`config.mk`:
```
export PLATFORM = sky130hd
export DESIGN_NAME = css_top
export DESIGN_NICKNAME = d
export VERILOG_FILES = /design/src/css_pkg.sv /design/src/css_chan_if.sv /design/src/css_chan_sel.sv /design/src/css_top.sv
export VERILOG_INCLUDE_DIRS = /design/src
export SDC_FILE = /design/constraint.sdc
export NUM_CORES = 1
export LEC_CHECK = 0
export BUFFER_PORTS_ARGS = -buffer_cell sky130_fd_sc_hd__clkbuf_2
export CORE_MARGIN = 2
export CORE_UTILIZATION = 50
export DETAILED_ROUTE_END_ITERATION = 12
export PLACE_DENSITY = 0.77
export SYNTH_ARGS = -nofsm -noshare
export SYNTH_HDL_FRONTEND = slang
export SYNTH_SLANG_ARGS = --single-unit
```
`constraint.sdc`:
```
create_clock -name clock -period 1.9 [get_ports clock]
set_input_delay 0 -clock clock [delete_from_list [all_inputs] [get_ports clock]]
set_output_delay 0 -clock clock [all_outputs]
set_load 0.02 [all_outputs]
```
`src/css_map.svh`:
```
// Purpose: constants of the compare trigger source selector
// Assumes: four compare channels, four capture channels, five timers
// Notes: codes not listed here are reserved and select nothing
// Operation
// - each compare channel keeps a five-bit source code; 00000 means no source.
// - code 11111 syncs the channel from its own secondary compare match.
// - codes 11110 and 11101 route external interrupt pins two and one.
// - codes 11011 down to 11000 route analog comparators four to one.
// - codes 10011 down to 10000 route capture interrupt events four to one.
// - codes 01111 down to 01011 route timers five to one.
// - after reset the code selects timer two (01100).
// - codes 01000 down to 00101 route capture events four to one.
// - codes 00100 down to 00001 route compare channels four to one; a channel's own code selects nothing.
// - switching a compare channel off emits a trigger-out pulse from it.
`ifndef CSS_MAP_SVH
`define CSS_MAP_SVH
`define CSS_SEL_W 5
`define CSS_NUM_OC 4
`define CSS_NUM_IC 4
`define CSS_NUM_CMP 4
`define CSS_NUM_TMR 5
`define CSS_SEL_RESET 5'h0c
`define CSS_CODE_NONE 5'h00
`define CSS_CODE_OC1 5'h01
`define CSS_CODE_IC1_CAP 5'h05
`define CSS_CODE_TMR1 5'h0b
`define CSS_CODE_IC1_IRQ 5'h10
`define CSS_CODE_ANALOG_COMPARATOR_ONE 5'h18
`define CSS_CODE_EXT_IRQ_PIN_ONE 5'h1d
`define CSS_CODE_EXT_IRQ_PIN_TWO 5'h1e
`define CSS_CODE_OWN 5'h1f
`endif

```
`src/css_pkg.sv`:
```
// Purpose: types of the compare trigger source selector
// Assumes: css_map.svh holds the numbers
// Notes: none
`include "css_map.svh"
package css_pkg;
   typedef logic [`CSS_SEL_W-1:0] css_sel_t;
   typedef logic [(1<<`CSS_SEL_W)-1:0] css_evt_vec_t;
endpackage : css_pkg

```
`src/css_chan_if.sv`:
```
// Purpose: carrier between the selector top and one channel slice
// Assumes: css_pkg compiled first
// Notes: one instance per compare channel
`timescale 1ns/1ps
interface css_chan_if;
   css_pkg::css_evt_vec_t event_vec;
   logic sel_load;
   css_pkg::css_sel_t sel_value;
   css_pkg::css_sel_t sel_code;
   logic sync_trigger;
   modport top (output event_vec, output sel_load, output sel_value, input sel_code, input sync_trigger);
   modport chan (input event_vec, input sel_load, input sel_value, output sel_code, output sync_trigger);
endinterface : css_chan_if

```
`src/css_chan_sel.sv`:
```
// Purpose: source code register and event mux of one compare channel
// Assumes: event_vec is indexed by source code, reserved bits held low
// Notes: self code masked so a bad setting cannot loop a channel onto itself
`timescale 1ns/1ps
`include "css_map.svh"
module css_chan_sel #(
   parameter logic [`CSS_SEL_W-1:0] SELF_CODE = `CSS_CODE_OC1
) (
   input wire logic clock,
   input wire logic srst,
   css_chan_if.chan ch
);
   css_pkg::css_sel_t sel_reg;
   css_pkg::css_sel_t sel_next;
   logic trig_reg;
   logic trig_next;

   ////////////////////////////////////////////////////////////////////////
   always_comb begin
      sel_next = sel_reg;
      if (ch.sel_load) begin
         sel_next = ch.sel_value;
      end
      trig_next = 1'b0;
      if (sel_reg == `CSS_CODE_NONE) begin
         trig_next = 1'b0;
      end else if (sel_reg == SELF_CODE) begin
         trig_next = 1'b0;
      end else begin
         trig_next = ch.event_vec[sel_reg];
      end
   end

   always_ff @(posedge clock) begin
      if (srst) begin
         sel_reg <= `CSS_SEL_RESET;
         trig_reg <= 1'b0;
      end else begin
         sel_reg <= sel_next;
         trig_reg <= trig_next;
      end
   end

   assign ch.sel_code = sel_reg;
   assign ch.sync_trigger = trig_reg;
endmodule : css_chan_sel

```
`src/css_top.sv`:
```
// Purpose: trigger and sync source selection for four compare channels
// Assumes: timer, capture and compare events are one-cycle pulses on clock
// Notes: pins and comparator outputs are levels; their rising edge is the event
`timescale 1ns/1ps
`include "css_map.svh"
module css_top (
   input wire logic clock,
   input wire logic srst,
   input wire logic ext_irq_pin_one,
   input wire logic ext_irq_pin_two,
   input wire logic [`CSS_NUM_CMP-1:0] analog_comparator_out,
   input wire logic [`CSS_NUM_IC-1:0] capture_irq_event,
   input wire logic [`CSS_NUM_IC-1:0] capture_event,
   input wire logic [`CSS_NUM_TMR-1:0] timer_event,
   input wire logic [`CSS_NUM_OC-1:0] compare_match,
   input wire logic [`CSS_NUM_OC-1:0] secondary_compare_match,
   input wire logic [`CSS_NUM_OC-1:0] compare_enable,
   input wire logic [`CSS_NUM_OC-1:0] sel_load,
   input wire logic [`CSS_SEL_W-1:0] sel_value,
   output logic [`CSS_NUM_OC*`CSS_SEL_W-1:0] sync_source_select,
   output logic [`CSS_NUM_OC-1:0] trigger_out,
   output logic [`CSS_NUM_OC-1:0] sync_trigger
);
   localparam int NPIN = 2;

   // ext_irq_pin_one, ext_irq_pin_two; meta stage read only by the sync stage
   logic [NPIN-1:0] pin_meta_reg;
   logic [NPIN-1:0] pin_meta_next;
   logic [NPIN-1:0] pin_sync_reg;
   logic [NPIN-1:0] pin_sync_next;
   logic [NPIN-1:0] pin_prev_reg;
   logic [NPIN-1:0] pin_prev_next;
   logic [NPIN-1:0] pin_rise;

   // comparator levels are asynchronous too
   logic [`CSS_NUM_CMP-1:0] cmp_meta_reg;
   logic [`CSS_NUM_CMP-1:0] cmp_meta_next;
   logic [`CSS_NUM_CMP-1:0] cmp_sync_reg;
   logic [`CSS_NUM_CMP-1:0] cmp_sync_next;
   logic [`CSS_NUM_CMP-1:0] cmp_prev_reg;
   logic [`CSS_NUM_CMP-1:0] cmp_prev_next;
   logic [`CSS_NUM_CMP-1:0] cmp_rise;

   // per channel enable history and turn-off pulse
   logic en_one_reg;
   logic en_one_next;
   logic off_one_reg;
   logic off_one_next;
   logic en_two_reg;
   logic en_two_next;
   logic off_two_reg;
   logic off_two_next;
   logic en_three_reg;
   logic en_three_next;
   logic off_three_reg;
   logic off_three_next;
   logic en_four_reg;
   logic en_four_next;
   logic off_four_reg;
   logic off_four_next;

   // shared event vector, indexed by source code
   css_pkg::css_evt_vec_t base_vec;

   // one carrier per compare channel
   css_chan_if cif_one ();
   css_chan_if cif_two ();
   css_chan_if cif_three ();
   css_chan_if cif_four ();

   ////////////////////////////////////////////////////////////////////////
   always_comb begin
      pin_meta_next = {ext_irq_pin_two, ext_irq_pin_one};
      pin_sync_next = pin_meta_reg;
      pin_prev_next = pin_sync_reg;
      pin_rise = pin_sync_reg & ~pin_prev_reg;
   end

   always_ff @(posedge clock) begin
      if (srst) begin
         pin_meta_reg <= '0;
         pin_sync_reg <= '0;
         pin_prev_reg <= '0;
      end else begin
         pin_meta_reg <= pin_meta_next;
         pin_sync_reg <= pin_sync_next;
         pin_prev_reg <= pin_prev_next;
      end
   end

   ////////////////////////////////////////////////////////////////////////
   always_comb begin
      cmp_meta_next = analog_comparator_out;
      cmp_sync_next = cmp_meta_reg;
      cmp_prev_next = cmp_sync_reg;
      cmp_rise = cmp_sync_reg & ~cmp_prev_reg;
   end

   always_ff @(posedge clock) begin
      if (srst) begin
         cmp_meta_reg <= '0;
         cmp_sync_reg <= '0;
         cmp_prev_reg <= '0;
      end else begin
         cmp_meta_reg <= cmp_meta_next;
         cmp_sync_reg <= cmp_sync_next;
         cmp_prev_reg <= cmp_prev_next;
      end
   end

   ////////////////////////////////////////////////////////////////////////
   // reserved codes and code zero stay low
   always_comb begin
      base_vec = '0;

      // a compare source fires on its match or on its turn-off pulse
      base_vec[`CSS_CODE_OC1 + 5'h00] = compare_match[0] | off_one_reg;
      base_vec[`CSS_CODE_OC1 + 5'h01] = compare_match[1] | off_two_reg;
      base_vec[`CSS_CODE_OC1 + 5'h02] = compare_match[2] | off_three_reg;
      base_vec[`CSS_CODE_OC1 + 5'h03] = compare_match[3] | off_four_reg;

      base_vec[`CSS_CODE_IC1_CAP + 5'h00] = capture_event[0];
      base_vec[`CSS_CODE_IC1_CAP + 5'h01] = capture_event[1];
      base_vec[`CSS_CODE_IC1_CAP + 5'h02] = capture_event[2];
      base_vec[`CSS_CODE_IC1_CAP + 5'h03] = capture_event[3];

      base_vec[`CSS_CODE_TMR1 + 5'h00] = timer_event[0];
      base_vec[`CSS_CODE_TMR1 + 5'h01] = timer_event[1];
      base_vec[`CSS_CODE_TMR1 + 5'h02] = timer_event[2];
      base_vec[`CSS_CODE_TMR1 + 5'h03] = timer_event[3];
      base_vec[`CSS_CODE_TMR1 + 5'h04] = timer_event[4];

      base_vec[`CSS_CODE_IC1_IRQ + 5'h00] = capture_irq_event[0];
      base_vec[`CSS_CODE_IC1_IRQ + 5'h01] = capture_irq_event[1];
      base_vec[`CSS_CODE_IC1_IRQ + 5'h02] = capture_irq_event[2];
      base_vec[`CSS_CODE_IC1_IRQ + 5'h03] = capture_irq_event[3];

      // rises only after the two-stage synchroniser, so two extra cycles
      base_vec[`CSS_CODE_ANALOG_COMPARATOR_ONE + 5'h00] = cmp_rise[0];
      base_vec[`CSS_CODE_ANALOG_COMPARATOR_ONE + 5'h01] = cmp_rise[1];
      base_vec[`CSS_CODE_ANALOG_COMPARATOR_ONE + 5'h02] = cmp_rise[2];
      base_vec[`CSS_CODE_ANALOG_COMPARATOR_ONE + 5'h03] = cmp_rise[3];
      base_vec[`CSS_CODE_EXT_IRQ_PIN_ONE] = pin_rise[0];
      base_vec[`CSS_CODE_EXT_IRQ_PIN_TWO] = pin_rise[1];
   end

   ////////////////////////////////////////////////////////////////////////
   // channel one
   always_comb begin
      en_one_next = compare_enable[0];
      // only a 1 to 0 step of the enable counts
      off_one_next = en_one_reg & ~compare_enable[0];
   end

   always_ff @(posedge clock) begin
      if (srst) begin
         en_one_reg <= 1'b0;
         off_one_reg <= 1'b0;
      end else begin
         en_one_reg <= en_one_next;
         off_one_reg <= off_one_next;
      end
   end

   // own secondary match rides on the top code
   always_comb begin
      cif_one.event_vec = base_vec;
      cif_one.event_vec[`CSS_CODE_OWN] = secondary_compare_match[0];
   end

   assign cif_one.sel_load = sel_load[0];
   assign cif_one.sel_value = sel_value;

   css_chan_sel #(
      .SELF_CODE(`CSS_CODE_OC1 + 5'h00)
   ) u_sel_one (
      .clock(clock),
      .srst(srst),
      .ch(cif_one.chan)
   );

   assign trigger_out[0] = off_one_reg;
   assign sync_source_select[`CSS_SEL_W*0 +: `CSS_SEL_W] = cif_one.sel_code;
   assign sync_trigger[0] = cif_one.sync_trigger;

   ////////////////////////////////////////////////////////////////////////
   // channel two
   always_comb begin
      en_two_next = compare_enable[1];
      // only a 1 to 0 step of the enable counts
      off_two_next = en_two_reg & ~compare_enable[1];
   end

   always_ff @(posedge clock) begin
      if (srst) begin
         en_two_reg <= 1'b0;
         off_two_reg <= 1'b0;
      end else begin
         en_two_reg <= en_two_next;
         off_two_reg <= off_two_next;
      end
   end

   // own secondary match rides on the top code
   always_comb begin
      cif_two.event_vec = base_vec;
      cif_two.event_vec[`CSS_CODE_OWN] = secondary_compare_match[1];
   end

   assign cif_two.sel_load = sel_load[1];
   assign cif_two.sel_value = sel_value;

   css_chan_sel #(
      .SELF_CODE(`CSS_CODE_OC1 + 5'h01)
   ) u_sel_two (
      .clock(clock),
      .srst(srst),
      .ch(cif_two.chan)
   );

   assign trigger_out[1] = off_two_reg;
   assign sync_source_select[`CSS_SEL_W*1 +: `CSS_SEL_W] = cif_two.sel_code;
   assign sync_trigger[1] = cif_two.sync_trigger;

   ////////////////////////////////////////////////////////////////////////
   // channel three
   always_comb begin
      en_three_next = compare_enable[2];
      // only a 1 to 0 step of the enable counts
      off_three_next = en_three_reg & ~compare_enable[2];
   end

   always_ff @(posedge clock) begin
      if (srst) begin
         en_three_reg <= 1'b0;
         off_three_reg <= 1'b0;
      end else begin
         en_three_reg <= en_three_next;
         off_three_reg <= off_three_next;
      end
   end

   // own secondary match rides on the top code
   always_comb begin
      cif_three.event_vec = base_vec;
      cif_three.event_vec[`CSS_CODE_OWN] = secondary_compare_match[2];
   end

   assign cif_three.sel_load = sel_load[2];
   assign cif_three.sel_value = sel_value;

   css_chan_sel #(
      .SELF_CODE(`CSS_CODE_OC1 + 5'h02)
   ) u_sel_three (
      .clock(clock),
      .srst(srst),
      .ch(cif_three.chan)
   );

   assign trigger_out[2] = off_three_reg;
   assign sync_source_select[`CSS_SEL_W*2 +: `CSS_SEL_W] = cif_three.sel_code;
   assign sync_trigger[2] = cif_three.sync_trigger;

   ////////////////////////////////////////////////////////////////////////
   // channel four
   always_comb begin
      en_four_next = compare_enable[3];
      // only a 1 to 0 step of the enable counts
      off_four_next = en_four_reg & ~compare_enable[3];
   end

   always_ff @(posedge clock) begin
      if (srst) begin
         en_four_reg <= 1'b0;
         off_four_reg <= 1'b0;
      end else begin
         en_four_reg <= en_four_next;
         off_four_reg <= off_four_next;
      end
   end

   // own secondary match rides on the top code
   always_comb begin
      cif_four.event_vec = base_vec;
      cif_four.event_vec[`CSS_CODE_OWN] = secondary_compare_match[3];
   end

   assign cif_four.sel_load = sel_load[3];
   assign cif_four.sel_value = sel_value;

   css_chan_sel #(
      .SELF_CODE(`CSS_CODE_OC1 + 5'h03)
   ) u_sel_four (
      .clock(clock),
      .srst(srst),
      .ch(cif_four.chan)
   );

   assign trigger_out[3] = off_four_reg;
   assign sync_source_select[`CSS_SEL_W*3 +: `CSS_SEL_W] = cif_four.sel_code;
   assign sync_trigger[3] = cif_four.sync_trigger;

endmodule : css_top

```
==> impl_results.md, run 1 <==
- Switching power share of the total: 0.278
- Syn Area/Cell: 9.87 sq um
- Routed len/inst: approximately 16 um
- Setup Viol. Count Final: 0
- Headroom to the max-slew limit: 0.685
- Clock skew: 0.0122 ns
- Io pins: 70
- RSZ-0062 raised after global routing: false
- CTS H-Tree Depth: 2
- Max VDD drop: 542 uV
- DRT iter0 DRCs: ~180
- Yosys cell types: 44
- Reg-to-reg endpoint: u_sel_two.ch.sync_trigger
- Simple-gate share of the synthesized area: 0.227
- Drt pass-1 iters: 4
- Largest family of logic cells by synthesized area: simple AND/OR/NAND/NOR gates
- Max Fclk: 584 MHz
- CTS sink cnt: 50
- Commonest non-fill, non-tap cell in the layout: clkbuf_2
- Post-Route WL: roughly 6.3 mm
- # diodes: 0
- Share of the synthesized area in the top cell type: 0.393
- Most frequent cells in the layout: 69 x clkbuf_2, 49 x dfxtp_1, 37 x nor2b_1
- Starting Density: 0.529
- Post-CTS Setup Repair Bufs: 0
- Hold Violations, Final: 0
- Maximum root-to-sink buffer count: 2
- CP startpoint kind: flop
- P&R area growth vs syn: 20.3%
- GRT Total Usage: 0.237
- Int Pwr: 1.57 mW
- Multiplexer area fraction after synthesis: 0.176
- Row Count: 25
- Final GP Congestion: 0.869
- Asr flop ratio synth: 0
- Die Height: roughly 75 um
- Initial antenna violation count: 0
- Leading area contributor after synthesis: dfxtp_1
- Endpoint class of the critical path: flop
- Complex-gate fraction of the synthesized area: 0.138
- Worst Tran Pin Value: 0.472 ns
- CP max FO: 9
- Crit path time final: 1.71 ns
- HP Class: input port to flop
- Post-synth EDFFs: 0
- Syn nets: 300
- Max cap viols: 0
- Cells after Synth: around 260
- # DRC: 0
- Core area: around 4800 sq um
- Worst setup path end: u_sel_two.ch.sync_trigger
- Worst-path clk slew: about 0.090 ns
- Xor/xnor share of the synthesized area: 0
- Via count of the first global-routing pass: between 1,500 and 2,000
- Flop2flop setup slack: 0.19 ns
- TritonCTS clock tree: yes
- Largest cells by area after synthesis: dfxtp_1 39%, nor2b_1 9.1%, mux4_2 8.0%
- Net Switching: 606 uW
- Clock Latency Late Sink: 0.29 ns
- Clk pwr share: 0.263
- Vias: between 2,000 and 2,500
- R2R cell count: 5
- Top_reg_cell synth: dfxtp_1
- Sequential power share: 0.541
- Logic pwr share: 0.196
- Status: complete, no violations
- Port bufs: 69
- Crit path kind: flop to flop
- Antenna Nets Post-Route: 0
- Crit path DAT: 1.89 ns
- PD cells: about 710 nW/um^2
- Setup_tns: 0 ns
- DP Area: a little under 3000 sq um
- Fin area: 3060 sq um
- Synth Register Bits: 50
- Crit share post-route: 0.901
- Sequential fraction of the synthesis area: 0.393
- Clk root buf: clkbuf_8
- First-pass GRT wire length: 10.1 mm
- Worst reg2reg startpoint: u_sel_two.ch.sel_code[0]
- GRT Residual Overflow: 0
- Worst Setup SP: u_sel_two.ch.sel_code[0]
- Synth Cell Area: 2550 sq um
- Drt via density: roughly 5.6
- Largest net degree at the start of global routing: 20
- Die footprint: 5680 sq um
- Final slew viol count: 0
- Post-synthesis adder-cell area fraction: 0
- Leakage: 1.30 nW
- Layout cells sized above 1: 0.299
- YS warnings: 0
- Die W: 75.4 um
- Num CTS Buffers: 5
- Nets@finish: roughly 370
- CP required: 2.08 ns
- Fill cell count: 416
- HPWL Detailed: about 4.7 mm
[cells in the mapped netlist (2+ instances only)]
master	instances
a211o_1	8
a211oi_1	2
a21oi_1	3
a22oi_1	2
a311oi_1	3
a31oi_1	5
a32o_1	2
buf_2	5
buf_4	8
clkbuf_1	13
dfxtp_1	50
inv_1	5
mux2i_1	13
mux4_1	4
mux4_2	9
nand2_1	15
nand2b_1	4
nand3_1	4
nor2_1	24
nor2b_1	37
nor3b_1	10
o2111ai_1	3
o21ai_0	7
o221ai_1	2
[repair_timing]
| action | 4_1_cts | 5_1_grt |
|---|---|---|
| hold endpoints to repair | 14 | 0 |
| setup endpoints to repair | 0 | 1 |
| resized for setup | 0 | 1 |
| hold buffers | 10 | 0 |
[power by group through the flow]
| stage | logic (mW) | clock network, mW | registers, mW |
|---|---|---|---|
| 3_5_place_dp | 0.409 | 0 | 1.20 |
| 2_1_floorplan | 0.272 | 0 | 1.20 |
| 4_1_cts | 0.427 | 0.587 | 1.18 |
| 5_1_grt | 0.466 | 0.637 | 1.19 |
| 6_report | 0.427 | 0.573 | 1.18 |
| 3_3_place_gp | 0.404 | 0 | 1.20 |
[stage by stage]
step | util | total power, mW | worst slack (ns) | instances | hold slack, ns
after floorplan | - | 1.47 | 0.128 | 258 | 0.0758
after global placement | 0.599 | 1.60 | 0.157 | 374 | 0.174
after detailed placement | 0.599 | 1.61 | 0.144 | 374 | 0.179
after CTS | 0.636 | 2.19 | 0.107 | 391 | 0.00645
after global routing | 0.636 | 2.29 | 0.0714 | 391 | 0.0172
final | 0.636 | 2.18 | 0.188 | 391 | 0.0106
[cells by family after synthesis]
group,Yosys count
AOI/OAI and AO/OA,44
buffers and inverters,33
DFF,50
muxes,27
and+or+nand+nor,104
[critical path, stage by stage, from the launching register on]
cell     delay (ns)
dfxtp_1        0.41
inv_1          0.19
mux4_1         0.56
and3b_1        0.19
a31oi_1        0.15
a31oi_1        0.09
[worst min path at each step]
stage,from,to,slack [ns],cells past startpoint
global placement,compare_enable[1],off_two_reg,0.17,2
global route,sel_value[3],u_sel_two.ch.sel_code[3],0.02,2
finish,sel_value[3],u_sel_three.ch.sel_code[3],0.01,2
CTS,sel_value[3],u_sel_three.ch.sel_code[3],0.006,2
floorplan,compare_enable[3],off_four_reg,0.08,1
detailed placement,compare_enable[2],off_three_reg,0.18,2
[metal layers]
metal / track usage / wire (um) / share of wire
met5: 0 / 0 / 0
met4: 0.0604 / 90 / 0.014
met3: 0.0384 / 467 / 0.075
met2: 0.399 / 3030 / 0.48
met1: 0.321 / 2670 / 0.43
[final cells by class]
type	count	area, sq um	area share
sequential	50	1000	0.327
inverter	5	18.8	0.00612
multi-input combinational	175	1380	0.450
tap	67	83.8	0.0274
clock buffer	7	76.3	0.0249
timing repair buffer	87	505	0.165
No activity file was read; power rests on OpenSTA's default activity.
==> run 2, diff against run 1 <==
--- a/config.mk
+++ b/config.mk
@@ -7,9 +7,10 @@
 export NUM_CORES = 1
 export LEC_CHECK = 0
 export BUFFER_PORTS_ARGS = -buffer_cell sky130_fd_sc_hd__clkbuf_2
-export CORE_MARGIN = 2
+export CAP_MARGIN = 20
 export CORE_UTILIZATION = 50
 export DETAILED_ROUTE_END_ITERATION = 12
+export GPL_TIMING_DRIVEN = 0
 export PLACE_DENSITY = 0.77
 export SYNTH_ARGS = -nofsm -noshare
 export SYNTH_HDL_FRONTEND = slang
==> run 2 against run 1 <==
  * Die area down 5.2%
  * Clock skew down 0.0076 ns
  * Sequential share of layout area down 1.2 points
  * Wire length up 3.0%
  * Via count up 4.4%
  * Non-clock buffer count up 16
  * Clock power up 30%
  * Sequential power about the same
  * Critical endpoint unchanged
  * Largest cell class unchanged
==> impl_results.md, run 2 (synthesis results as in run 1) <==
- Status: complete, no violations
- Die W: 73.4 um (-2.7%)
- Flop2flop setup slack: 0.1 ns (-0.09 ns)
- GR Layer Usage met1: 0.328 (+0.00659)
- CP required: 2.13 ns (+0.05 ns)
- Num CTS Buffers: 5 (unchanged)
- TritonCTS clock tree: yes
- Initial antenna violation count: 0 (unchanged)
- # diodes: 0 (unchanged)
- Overall Power: 2.37 mW (+9.0%)
- Setup_tns: 0 ns (unchanged)
- Starting Density: 0.529 (unchanged)
- Core area: 4820 sq um (unchanged)
- Fin area: 3180 sq um (+3.8%)
- Nets@finish: 382 (+4.4%)
- Reg-to-reg endpoint: u_sel_two.ch.sync_trigger
- First-pass GRT wire length: 9.97 mm (-1.2%)
- CTS sink cnt: 50 (unchanged)
- Drt pass-1 iters: 4 (unchanged)
- CTS H-Tree Depth: 2 (unchanged)
- Die footprint: 5380 sq um (-5.2%)
- Io pins: 70 (unchanged)
- Endpoint class of the critical path: flop
- Hold worst-path end: u_sel_two.ch.sel_code[0]
- Row Count: 25 (unchanged)
- Clock Latency Late Sink: 0.30 ns (about the same)
- Antenna Nets Post-Route: 0 (unchanged)
- Crit path time final: 1.80 ns (+0.0886 ns)
- GR Util met2: 0.403 (+0.00426)
- Worst Tran Pin Value: 0.609 ns (+0.137 ns)
- Setup Viol. Count Final: 0 (unchanged)
- CP startpoint kind: flop
- Post-CTS Setup Repair Bufs: 0 (unchanged)
- Leakage: 1.35 nW (+3.8%)
- Worst-path clk slew: 0.09 ns (about the same)
- GRT Total Usage: 0.248 (+0.0110)
- Crit share post-route: 0.948 (+0.0466)
- Final GP Congestion: 0.929 (+6.9%)
- Crit path kind: flop to flop
- PD cells: 746 nW/um^2 (+5.0%)
- Maximum root-to-sink buffer count: 2 (unchanged)
- GRT Max-Usage Layer: met2
- R2R cell count: 6 (+1)
- Port bufs: 65 (-5.8%)
- Drt via density: 5.59 (about the same)
- Clock skew: 0.00464 ns (-0.00760 ns)
- DP Area: 2960 sq um (+2.4%)
- HP Class: input port to flop
- Headroom to the max-slew limit: 0.594 (-0.0908)
- P&R area growth vs syn: 25.0%
- Final slew viol count: 0 (unchanged)
- Max cap viols: 0 (unchanged)
- Worst Hold Depth: 3 (+1)
- Max VDD drop: 589 uV (+8.6%)
- Non-Filler Instances: 408 (+4.3%)
- Placed Cells: 390 (+4.3%)
- Crit path DAT: 2.03 ns (+0.14 ns)
- Routed len/inst: 15.8 um (-1.3%)
- Die Height: 73.4 um (-2.7%)
- Vias: 2,280 (+4.4%)
- RSZ-0062 raised after global routing: false
- Most frequent cells in the layout: 65 x clkbuf_2, 50 x dfxtp_1, 37 x nor2b_1
- Commonest non-fill, non-tap cell in the layout: clkbuf_2
- Hold Violations, Final: 0 (unchanged)
- Via count of the first global-routing pass: 2,090 (+4.6%)
- Largest net degree at the start of global routing: 17 (-15%)
- Hold path startpoint: sel_value[0]
- Post-Route WL: 6.45 mm (+3.0%)
- Worst reg2reg startpoint: u_sel_two.ch.sel_code[1]
- DRT iter0 DRCs: 115 (-35%)
- CP max FO: 10 (+1)
- # DRC: 0 (unchanged)
- HPWL Detailed: 4.81 mm (+2.6%)
- Max Fclk: 555 MHz (-4.9%)
- Clk root buf: clkbuf_8
- Layout cells sized above 1: 0.296 (-0.00320)
- GRT Residual Overflow: 0 (unchanged)
- M3 GR Usage: 0.0466 (+0.00828)
-- run 2: timing repair --
item	in CTS	in global routing
gates resized for setup	0	0
hold buffers	12	0
endpoints found under the setup margin	0	2
endpoints found under the hold margin	20	0
-- run 2: layout make-up --
class	count	area [sq um]
fill	431	1640
multi-input combinational	175	1380
sequential	50	1000
timing repair buffer	77	445
buffer	26	141
tap	67	83.8
clock buffer	5	68.8
clock inverter	3	45.0
inverter	5	18.8
-- run 2: per-layer routing --
layer  vias up  wire [um]
li1       1090          -
met3        10        449
met5         -          0
met2        92       3020
met1      1088       2890
met4         0         91
-- run 2: how the worst max path moves through the flow --
stage / start / endpoint / slack, ns / cells past startpoint
2_1_floorplan: u_sel_two.ch.sel_code[1] / u_sel_two.ch.sync_trigger / 0.13 / 6
3_3_place_gp: u_sel_four.ch.sel_code[1] / u_sel_four.ch.sync_trigger / 0.13 / 6
3_5_place_dp: u_sel_two.ch.sel_code[1] / u_sel_two.ch.sync_trigger / 0.12 / 6
4_1_cts: u_sel_one.ch.sel_code[1] / u_sel_one.ch.sync_trigger / 0.08 / 6
5_1_grt: u_sel_four.ch.sel_code[0] / u_sel_four.ch.sync_trigger / 0.02 / 6
6_report: u_sel_two.ch.sel_code[1] / u_sel_two.ch.sync_trigger / 0.1 / 6
-- run 2: where the power goes --
part	internal, mW	switching (mW)	leakage (nW)
Clock	0.392	0.356	0.0504
Combinational	0.223	0.243	0.889
Sequential	1.11	0.0531	0.413
Total	1.72	0.652	1.35
-- run 2: worst max-delay path, stage by stage (launching register included) --
cell       delay [ns]
dfxtp_1          0.45
buf_6            0.19
nor3_2           0.07
a2111oi_4        0.30
a2111oi_1        0.08
or4_1            0.51
a31oi_1          0.14
-- run 2: through the flow --
step                hold slack, ns   util  worst slack (ns)
detailed placement           0.180  0.614             0.124
CTS                         0.0107  0.662            0.0773
finish                      0.0199  0.661            0.0993
global route                0.0393  0.661            0.0196
floorplan                   0.0758      -             0.128
global placement             0.174  0.614             0.126
==> run 3, diff against run 2 <==
==> constraint.sdc (replaced) <==
create_clock -name clock -period 2.3 [get_ports clock]
set_input_delay 0 -clock clock [delete_from_list [all_inputs] [get_ports clock]]
set_output_delay 0 -clock clock [all_outputs]
set_load 0.02 [all_outputs]
==> run 3 against run 2 <==
  * Via count fell by 0.57%
  * Sequential cell count did not move
  * Setup slack improved by 0.36 ns
  * First-iteration DRC count fell by 3.5%
  * Clock-buffer cell count did not move
  * Cell area rose by 0.24%
  * Sequential power fell by 18%
  * Critical path type unchanged
==> impl_results.md, run 3 (synthesis results as in run 1) <==
- Status: complete, no violations
- Routed len/inst: 15.6 um (-0.94%)
- # diodes: 0 (unchanged)
- Starting Density: 0.529 (unchanged)
- P&R area growth vs syn: 25.3%
- Commonest non-fill, non-tap cell in the layout: clkbuf_2
- Die W: 73.4 um (unchanged)
- TritonCTS clock tree: yes
- Post-CTS Setup Repair Bufs: 0 (unchanged)
- Drt pass-1 iters: 4 (unchanged)
- DRT iter0 DRCs: 111 (-3.5%)
- Io pins: 70 (unchanged)
- Vias: 2,267 (-0.57%)
- CTS sink cnt: 50 (unchanged)
- Port bufs: 65 (unchanged)
- Max cap viols: 0 (unchanged)
- Worst Tran Pin Value: 0.592 ns (-0.0169 ns)
- CP max FO: 10 (unchanged)
- Pre-CTS setup slack: 0.524 ns (+0.400 ns)
- Post-cts sizing count: 0 (unchanged)
- Initial antenna violation count: 0 (unchanged)
- Row Count: 25 (unchanged)
- Slowest stage delay, CP: 0.40 ns (-0.11 ns)
- Max VDD drop: 492 uV (-16%)
- Clk root buf: clkbuf_8
- Crit path DAT: 2.03 ns (about the same)
- Critical path, cell by cell: clkbuf_1 -> mux4_2 -> nand2_1 -> o21ai_0 -> nor3b_1 -> a211oi_1
- Buffering stage count on the worst path with inverters included: 1 (unchanged)
- Core area: 4820 sq um (unchanged)
- Post-route setup slack: 0.456 ns (+0.357 ns)
- Multi-input combinational cell area: 1380 sq um (unchanged)
- Leakage: 1.35 nW (+0.17%)
- Antenna Nets Post-Route: 0 (unchanged)
- Top delay family on crit path: simple AND/OR/NAND/NOR gates
- First-pass GRT wire length: 9.97 mm (unchanged)
- CP startpoint kind: flop
- HP Class: input port to flop
- Endpoint class of the critical path: flop
- RSZ-0062 raised after global routing: false
- Die Height: 73.4 um (unchanged)
- Headroom to the max-slew limit: 0.605 (+0.0113)
- Final GP Congestion: 0.929 (unchanged)
- Post-Route WL: 6.42 mm (-0.45%)
- Via count of the first global-routing pass: 2,090 (unchanged)
- Maximum root-to-sink buffer count: 2 (unchanged)
- CTS H-Tree Depth: 2 (unchanged)
- Clock Latency Late Sink: 0.30 ns (about the same)
- Hold Violations, Final: 0 (unchanged)
- Setup_tns: 0 ns (unchanged)
- Crit path time final: 1.84 ns (+0.0434 ns)
- Slowest-stage cell, CP: clkbuf_1
- Die footprint: 5380 sq um (unchanged)
- Setup Viol. Count Final: 0 (unchanged)
- Worst-path clk slew: 0.10 ns (about the same)
- Max Fclk: 542 MHz (-2.4%)
- Num CTS Buffers: 5 (unchanged)
- CP required: 2.48 ns (+0.35 ns)
- Count of hold-fix buffers inserted at cts: 12 (unchanged)
- Nets@finish: 384 (+0.52%)
- Layout cells sized above 1: 0.294 (-0.00173)
- Crit path kind: flop to flop
- Final slew viol count: 0 (unchanged)
- Most frequent cells in the layout: 65 x clkbuf_2, 50 x dfxtp_1, 37 x nor2b_1
- GRT Total Usage: 0.248 (unchanged)
- HPWL Detailed: 4.81 mm (unchanged)
- Drt via density: 5.53 (-1.1%)
- FF+latch area: 1000 sq um (unchanged)
- Crit share post-route: 0.802 (-0.146)
- PD cells: 616 nW/um^2 (-17%)
- Fill cell count: 427 (-0.93%)
- # DRC: 0 (unchanged)
- GRT Residual Overflow: 0 (unchanged)
- Largest net degree at the start of global routing: 17 (unchanged)
- Clock skew: 0.00454 ns (-0.0000986 ns)
## run 3: cell count changes in the layout (fill, tap and decap cells not counted), sizes merged
| cell | delta |
|---|---|
| clkbuf | +2 |
## run 3: metrics by stage
stage	area [sq um]	cells	power [mW]	utilization	hold slack, ns
finish	3190	410	1.96	0.662	0.0204
global route	3190	410	2.04	0.662	0.0393
CTS	3190	410	1.97	0.662	0.0107
detailed placement	2960	390	1.34	0.614	0.180
global placement	2960	390	1.34	0.614	0.174
floorplan	2550	258	1.21	-	0.0758
## run 3: where the power goes
group	internal [mW]	switching, mW	leakage, nW
clock	0.324	0.298	0.0504
combinational	0.185	0.205	0.891
sequential	0.914	0.0380	0.413
## run 3: area by class of cell
type | count | share of cell area
plain buffers | 28 | 0.0467
clock buffers | 5 | 0.0216
clock inverters | 3 | 0.0141
inverters | 5 | 0.00588
multi-input cells | 175 | 0.432
flip-flops and latches | 50 | 0.314
well taps | 67 | 0.0263
repair buffers | 77 | 0.140
## run 3: path summary, 6_finish.rpt
kind	slack [ns]	end	cells after the start	start
max	0.46	u_sel_one.ch.sync_trigger	6	u_sel_one.ch.sel_code[1]
min	0.02	u_sel_one.ch.sel_code[1]	3	sel_value[1]
max reg2reg	0.46	u_sel_one.ch.sync_trigger	6	u_sel_one.ch.sel_code[1]
min reg2reg	0.44	pin_prev_next[1]	1	pin_meta_reg[1]
## run 3: metal layers
metal	up-vias	global-route usage	routed length [um]
met5	-	0	0
met4	0	0.0983	75
met3	8	0.0466	528
met2	97	0.403	3000
met1	1068	0.328	2810
li1	1094	-	-
## run 3: tightest hold or removal path, stage by stage
cell and delay, ns:
clkbuf_2 0.14, mux2i_1 0.08, nor2_1 0.08
